`src/common/apd_pkg.sv`:
```
/*
 * Constants for the active power datapath: decimation, filters, pulse
 * conversion. Assumes one clock drives the modulators and the datapath.
 */
package apd_pkg;
   // ****************************************
   // Clocking
   // ****************************************
   localparam int OSC_NOMINAL_HZ = 450000;
   localparam int CLK_HZ = 125000000;
   // ****************************************
   // Decimation
   // ****************************************
   localparam int DEC_RATIO = 64;
   localparam int DEC_CNT_W = 6;
   localparam int CIC_W = 20;
   localparam int SAMPLE_W = 24;
   localparam int SAMPLE_SHIFT = 4;
   // ****************************************
   // Filters and product
   // ****************************************
   localparam int HPF_SHIFT = 10;
   localparam int HPF_ACC_W = 36;
   localparam int HP_W = 25;
   localparam int PROD_W = 49;
   localparam int LPF_SHIFT = 8;
   localparam int LPF_W = 52;
   localparam int POWER_SHIFT = 15;
   localparam int POWER_W = 32;
   // ****************************************
   // Pulse conversion
   // ****************************************
   localparam int ACC_W = 48;
   localparam logic [5:0] F_EXP_BASE = 6'h29;
   localparam logic [5:0] CF_LOG2_BASE = 6'h06;
   localparam logic [5:0] CF_LOG2_MAX = 6'h0B;
   localparam int PULSE_CNT_W = 11;
   localparam logic [PULSE_CNT_W-1:0] F_PULSE_CYCLES = 11'h400;
   localparam logic [PULSE_CNT_W-1:0] CF_PULSE_CYCLES = 11'h040;
endpackage

```
`src/core/sinc_decimator.sv`:
```
/*
 * Third-order comb decimator turning a one-bit modulator stream into
 * signed samples. Assumes one modulator bit per clock.
 */
`timescale 1ns/100ps
module sinc_decimator
   import apd_pkg::*;
(
   input wire logic clk_i,                          // Datapath clock
   input wire logic rst_i,                          // Async reset, high
   input wire logic bit_i,                          // Modulator bit
   output logic signed [SAMPLE_W-1:0] sample_o,     // Decimated sample
   output logic valid_o                             // Sample strobe
);
   logic signed [CIC_W-1:0] int1, int2, int3, dly1, dly2, dly3;
   logic [DEC_CNT_W-1:0] cnt;
   wire signed [CIC_W-1:0] in_val = bit_i ? 20'sh00001 : -20'sh00001;
   wire signed [CIC_W-1:0] comb1 = int3 - dly1;
   wire signed [CIC_W-1:0] comb2 = comb1 - dly2;
   wire signed [CIC_W-1:0] comb3 = comb2 - dly3;
   wire dump = (cnt == DEC_CNT_W'(DEC_RATIO - 1));

   // ****************************************
   // Integrators and decimated combs
   // ****************************************
   always_ff @(posedge clk_i or posedge rst_i) begin
      if (rst_i) begin
         int1 <= '0;
         int2 <= '0;
         int3 <= '0;
         dly1 <= '0;
         dly2 <= '0;
         dly3 <= '0;
         cnt <= '0;
         sample_o <= '0;
         valid_o <= 1'b0;
      end else begin
         int1 <= int1 + in_val;
         int2 <= int2 + int1;
         int3 <= int3 + int2;
         cnt <= cnt + 1'b1;
         valid_o <= dump;
         if (dump) begin
            dly1 <= int3;
            dly2 <= comb1;
            dly3 <= comb2;
            sample_o <= SAMPLE_W'(comb3) <<< SAMPLE_SHIFT;
         end
      end
   end
endmodule // sinc_decimator

```
`src/core/active_power_datapath.sv`:
```
/*
 * Active power datapath: decimation, current high-pass, multiply,
 * power low-pass, and pulse conversion onto energy and calibration outputs.
 * Assumes modulator bits arrive synchronous to CLK_I, one per cycle.
 */
`timescale 1ns/100ps
// Operation
// RULE_01: Each modulator delivers one bit per clock cycle.
// RULE_02: Decimators average the bits into signed 24-bit samples.
// RULE_03: Filtering keeps 40 Hz to 1 kHz, removes out-of-band noise.
// RULE_04: Current samples pass a dc-removing high-pass; voltage does not.
// RULE_05: Each sample period current is multiplied by voltage.
// RULE_06: The product is low-pass filtered to extract active power.
// RULE_07: No power-factor dependent processing; plain multiply works.
// RULE_08: Energy pulses come from long accumulation of active power.
// RULE_09: Calibration pulses come from much shorter accumulation.
// RULE_10: All pulse rates come from clock by digital division.
// RULE_11: Energy outputs emit active-high pulses.
// RULE_12: Rate select picks clock over 2^18, 2^17, 2^16 or 2^15.
// RULE_13: Calibration rate is an integer multiple, at most 2048.
// RULE_14: Accumulators pulse and subtract threshold when the sum reaches it.
// RULE_15: Full-precision signed arithmetic, no overflow at full scale.
module active_power_datapath
   import apd_pkg::*;
(
   input wire logic CLK_I,                          // Datapath clock
   input wire logic SYS_RST_I,                      // Async reset, high
   input wire logic CURRENT_BIT_I,                  // Current modulator bit
   input wire logic VOLTAGE_BIT_I,                  // Voltage modulator bit
   input wire logic RATE_SELECT_LOW_I,              // Rate select bit 0
   input wire logic RATE_SELECT_HIGH_I,             // Rate select bit 1
   output logic ENERGY_PULSE_A_O,                   // Energy pulse, phase a
   output logic ENERGY_PULSE_B_O,                   // Energy pulse, phase b
   output logic CALIBRATION_PULSE_OUT_O,            // Calibration pulse
   output logic signed [POWER_W-1:0] POWER_O,       // Filtered active power
   output logic POWER_VALID_O                       // Power strobe
);
   // ****************************************
   // Helpers
   // ****************************************
   function automatic logic [ACC_W-1:0] pow2(input logic [5:0] e);
      pow2 = ACC_W'(1) << e;
   endfunction

   // Returns {fire, next accumulator}
   function automatic logic [ACC_W:0] step_acc(input logic signed [ACC_W-1:0] acc,
                                               input logic signed [POWER_W-1:0] pwr,
                                               input logic [ACC_W-1:0] th);
      logic signed [ACC_W-1:0] sum;
      sum = acc + ACC_W'(pwr);
      if (sum < 0)
         step_acc = {1'b0, {ACC_W{1'b0}}};
      else if (sum >= $signed(th))
         step_acc = {1'b1, sum - $signed(th)};
      else
         step_acc = {1'b0, sum};
   endfunction

   // ****************************************
   // Decimation
   // ****************************************
   logic signed [SAMPLE_W-1:0] cur_sample, vol_sample;
   logic cur_valid, vol_valid;

   sinc_decimator u_cur_dec (
      .clk_i(CLK_I),
      .rst_i(SYS_RST_I),
      .bit_i(CURRENT_BIT_I),  // RULE_01
      .sample_o(cur_sample),  // RULE_02
      .valid_o(cur_valid)
   );

   sinc_decimator u_vol_dec (
      .clk_i(CLK_I),
      .rst_i(SYS_RST_I),
      .bit_i(VOLTAGE_BIT_I),
      .sample_o(vol_sample),
      .valid_o(vol_valid)
   );

   // ****************************************
   // Datapath decode
   // ****************************************
   logic signed [HPF_ACC_W-1:0] dc_acc;
   logic signed [HP_W-1:0] hp_out;
   logic signed [SAMPLE_W-1:0] vol_d;
   logic hp_valid;
   logic signed [PROD_W-1:0] prod;
   logic prod_valid;
   logic signed [LPF_W-1:0] lp;
   logic signed [ACC_W-1:0] f_acc, cf_acc;
   logic [1:0] rate_code;
   logic [PULSE_CNT_W-1:0] f_cnt, cf_cnt;
   logic pulse_sel;

   wire signed [HP_W-1:0] dc_est = HP_W'(dc_acc >>> HPF_SHIFT);
   wire signed [HP_W-1:0] next_hp = HP_W'(cur_sample) - dc_est;
   wire signed [PROD_W-1:0] next_prod = PROD_W'(hp_out) * PROD_W'(vol_d);
   wire signed [LPF_W-1:0] next_lp = lp + ((LPF_W'(prod) - lp) >>> LPF_SHIFT);
   wire [5:0] f_exp = F_EXP_BASE - {4'h0, rate_code};
   wire [5:0] cf_ratio_log2 = CF_LOG2_BASE - {4'h0, rate_code};  // RULE_13
   wire [ACC_W-1:0] f_th = pow2(f_exp);
   wire [ACC_W-1:0] cf_th = pow2(f_exp - cf_ratio_log2);
   wire [ACC_W:0] f_step = step_acc(f_acc, POWER_O, f_th);
   wire [ACC_W:0] cf_step = step_acc(cf_acc, POWER_O, cf_th);
   wire f_fire = POWER_VALID_O && f_step[ACC_W];
   wire cf_fire = POWER_VALID_O && cf_step[ACC_W];
   wire f_busy = (f_cnt != '0);
   wire cf_busy = (cf_cnt != '0);

   // ****************************************
   // High-pass, multiply, low-pass
   // ****************************************
   always_ff @(posedge CLK_I or posedge SYS_RST_I) begin
      if (SYS_RST_I) begin
         dc_acc <= '0;
         hp_out <= '0;
         vol_d <= '0;
         hp_valid <= 1'b0;
      end else begin
         hp_valid <= cur_valid;
         if (cur_valid) begin
            dc_acc <= dc_acc + HPF_ACC_W'(next_hp);  // RULE_04
            hp_out <= next_hp;                       // RULE_04
            vol_d <= vol_sample;
         end
      end
   end

   always_ff @(posedge CLK_I or posedge SYS_RST_I) begin
      if (SYS_RST_I) begin
         prod <= '0;
         prod_valid <= 1'b0;
         lp <= '0;
         POWER_O <= '0;
         POWER_VALID_O <= 1'b0;
      end else begin
         prod_valid <= hp_valid;
         POWER_VALID_O <= prod_valid;
         if (hp_valid)
            prod <= next_prod;  // RULE_05 RULE_07 RULE_15
         if (prod_valid) begin
            lp <= next_lp;  // RULE_06 RULE_03
            POWER_O <= POWER_W'(next_lp >>> POWER_SHIFT);
         end
      end
   end

   // ****************************************
   // Pulse conversion
   // ****************************************
   always_ff @(posedge CLK_I or posedge SYS_RST_I) begin
      if (SYS_RST_I) begin
         rate_code <= 2'h0;
         f_acc <= '0;
         cf_acc <= '0;
      end else begin
         rate_code <= {RATE_SELECT_HIGH_I, RATE_SELECT_LOW_I};  // RULE_12
         if (POWER_VALID_O) begin
            f_acc <= f_step[ACC_W-1:0];   // RULE_08 RULE_14
            cf_acc <= cf_step[ACC_W-1:0]; // RULE_09 RULE_14
         end
      end
   end

   always_ff @(posedge CLK_I or posedge SYS_RST_I) begin
      if (SYS_RST_I) begin
         f_cnt <= '0;
         cf_cnt <= '0;
         pulse_sel <= 1'b0;
         ENERGY_PULSE_A_O <= 1'b0;
         ENERGY_PULSE_B_O <= 1'b0;
         CALIBRATION_PULSE_OUT_O <= 1'b0;
      end else begin
         if (f_fire && !f_busy) begin
            f_cnt <= F_PULSE_CYCLES - 1'b1;
            pulse_sel <= ~pulse_sel;
            ENERGY_PULSE_A_O <= !pulse_sel;  // RULE_11 RULE_10
            ENERGY_PULSE_B_O <= pulse_sel;   // RULE_11
         end else if (f_busy) begin
            f_cnt <= f_cnt - 1'b1;
         end else begin
            ENERGY_PULSE_A_O <= 1'b0;
            ENERGY_PULSE_B_O <= 1'b0;
         end
         if (cf_fire && !cf_busy) begin
            cf_cnt <= CF_PULSE_CYCLES - 1'b1;
            CALIBRATION_PULSE_OUT_O <= 1'b1;  // RULE_09 RULE_10
         end else if (cf_busy) begin
            cf_cnt <= cf_cnt - 1'b1;
         end else begin
            CALIBRATION_PULSE_OUT_O <= 1'b0;
         end
      end
   end
endmodule // active_power_datapath

```
`config.mk`:
```
export PLATFORM = sky130hd
export DESIGN_NAME = active_power_datapath
export DESIGN_NICKNAME = d
export VERILOG_FILES = /design/src/common/apd_pkg.sv /design/src/core/sinc_decimator.sv /design/src/core/active_power_datapath.sv
export SDC_FILE = /design/constraint.sdc
export NUM_CORES = 2
export LEC_CHECK = 0
export ABC_AREA = 1
export ABC_CLOCK_PERIOD_IN_PS = 10960
export BUFFER_PORTS_ARGS = -buffer_cell sky130_fd_sc_hd__buf_2
export CAP_MARGIN = 20
export CORE_MARGIN = 5
export CORE_UTILIZATION = 50
export DETAILED_ROUTE_END_ITERATION = 12
export HOLD_SLACK_MARGIN = 0.02
export PLACE_DENSITY = 0.78
export SLEW_MARGIN = 5
export SYNTH_ARGS = -nofsm -noshare
export SYNTH_HDL_FRONTEND = slang
export SYNTH_HIERARCHICAL = 1
export SYNTH_SLANG_ARGS = --single-unit
```
`constraint.sdc`:
```
create_clock -name CLK_I -period 10.96 [get_ports CLK_I]
set_input_delay 2.192 -clock CLK_I [delete_from_list [all_inputs] [get_ports CLK_I]]
set_output_delay 2.192 -clock CLK_I [all_outputs]
set_load 0.01 [all_outputs]
```
==> results.yml <==
timing:
  hold_viol: 0
  tightest_slew_ns: 1.192
  drv_slew: 0
  relSlewSlack_pct: 20.52
  clock_skew_ns: 0.03311
  rsz0062_at_grt: "no"
  max_freq_mhz: 126.7
  finalSetupTns_ns: 0
  finalSetupViolCount: 0
  finalCriticalPeriod_ns: 7.892
  post-route-period-util_pct: 72.01
global_route:
  grt_max_degree: 156
  grt_overflow_total: 0
  antenna_found_initial: 3
  grt_pass1_wl_um: 334200
  grt_pass1_vias: 66110
  track_usage_pct: 25.68
placement:
  hpwl_um: 164500
  gp_congestion: 0.9896
  portBuffers: 41
flow_run:
  maxCapViolations: 0
floorplanning:
  rows: 142
  ios: 42
  dieHeight_um: 397.7
  initial_utilization_pct: 50.24
  die-width_um: 397.7
  core_area_sq_mm: 0.1496
  die_area_sq_mm: 0.1582
drt:
  viasPerCell: 5.418
  detail-route-antenna-nets: 0
  wl_per_cell_um: 16.60
  drc: 0
  drtIter0Drc: 5400
  drt_pass1_iterations: 9
  dr_total_vias: 66710
  drt-total-wl_um: 204400
worst_setup_path:
  cpMaxStageDelayCell: "dfrtp_1"
  path_cells: "nand2_1 -> inv_1 -> fa_1 -> inv_1 -> fa_1 -> fa_1 -> inv_1 -> fa_1 -> fa_1 -> fa_1 -> inv_1 -> fa_1 -> inv_1 -> ha_1 -> nand2_1 -> nor2_1 -> nand2_1 -> nor4_1 -> nand3_1 -> o2111ai_1 -> nand2_1 -> o211ai_1 -> or2_2 -> a31oi_1"
  cp_max_fo: 25
  worstSetupPathType: "flop to flop"
  critPathRequiredTime_ns: 11.52
  critPathMostFrequentCell: "fa_1"
  crit_family: "adder cells"
  crit_path_end_kind: "flop"
  path_buf_inv: 5
  worstPathArrival_ns: 8.45
  cp-start-kind: "flop"
  max_stage_delay_ns: 0.93
synthesis:
  synth.cell_area_sq_mm: 0.07516
  syn_inst: 10310
  avgSynthCellArea_sq_um: 7.292
  yosysWarnings: 6
clock_tree:
  path_clk_slew_ns: 0.06
  cts_buffer_depth: 3
  htreeDepth: 3
  cts_hold_buf: 0
  clock_sinks: 605
  post-cts-setup-buffers: 0
  cts_made_buffers: 78
  root_buffer: "clkbuf_16"
  cts_resized: 0
  clk_latency_ns: 0.70
  cts_tree: "yes"
cells_and_area:
  n_antenna_cell: 0
  drive_gt1_share_pct: 5.147
  area_delta_synth_final_pct: 6.574
  layout.nets: 11550
  fin_util_pct: 53.54
worst_hold_path:
  min_path_type: "flop to flop"
power_and_ir_drop:
  pwr_density_cell_mw_per_mm2: 181.5
  peakVddDrop_uv: 254.6
  leakage_nw: 43.54
outcome:
  outcome: "completed"
-- cell type report --
class                   instances  area [sq um]
clock buffers                 106          2241
well taps                    2016          2522
clock inverters                38         546.8
repair buffers                104         810.8
flip-flops and latches        605         15140
inverters                    2021          7606
multi-input cells            7423         51230
fillers                     14170         69500
-- per-layer routing --
layer  GRT usage (%)  share of wire (%)  up-vias
met1           34.31                 43    31840
met2           42.04                 46     2132
met3           4.007                6.7      493
li1                -                  -    32250
met4           10.03                4.3        6
met5               0              0.020        -
-- registers in the layout (all words and copies together) (netlist names), 21 cells and up --
register  count
POWER_O      31
lp           21
prod         49
vol_d        24
f_acc        48
hp_out       25
dc_acc       35
cf_acc       48
-- per-stage QoR --
stage	hold slack, ns	std cells	cell area, sq um	setup slack (ns)	power [mW]
after CTS	0.4517	12310	79940	3.104	14.49
after global routing	0.4633	12310	80100	2.572	15.85
final	0.4518	12310	80100	3.068	14.54
after detailed placement	0.4416	12160	77150	3.175	11.57
after floorplan	0.3721	10330	75260	0.1386	9.660
after global placement	0.4368	12160	77150	3.256	11.42
-- cell usage in the layout (no fill, tap or decap), types with 13 or more instances in the layout --
master and count:
a21boi_0 23, a21o_1 30, a21oi_1 665, a21oi_2 33, a31oi_1 150, and2_1 18
buf_2 41, buf_4 56, clkbuf_1 13, clkbuf_16 81, conb_1 31, dfrtp_1 602
fa_1 646, ha_1 668, inv_1 1980, inv_2 34, nand2_1 2553, nand2_2 42
nand3_1 427, nand3_2 16, nand4_1 71, nor2_1 603, nor2_2 22, nor3_1 68
nor4_1 32, o211ai_1 28, o21a_1 25, o21ai_0 470, o21ai_1 82, o21bai_1 43
o221ai_1 20, o31ai_1 29, or2_2 89, xnor2_1 152, xor2_1 268
-- path summary, 6_finish.rpt --
kind	startpoint	to	slack [ns]	depth (start not counted)
setup / recovery	hp_out[24]	prod[45]	3.07	24
min in group asynchronous	SYS_RST_I	u_vol_dec/int2[3]	1.73	2
max in group asynchronous	SYS_RST_I	f_acc[7]	7.34	5
hold reg to reg	u_cur_dec/cnt[0]	u_cur_dec/cnt[0]	0.45	1
hold / removal	u_cur_dec/cnt[0]	u_cur_dec/cnt[0]	0.45	1
setup reg to reg	hp_out[24]	prod[45]	3.07	24
-- where the power goes --
group	switching [mW]	total, mW	internal (mW)
combinational	5.65	8.98	3.34
clock	1.12	2.81	1.69
sequential	0.224	2.74	2.52
Note: power is estimated with default switching activity, not from simulation.
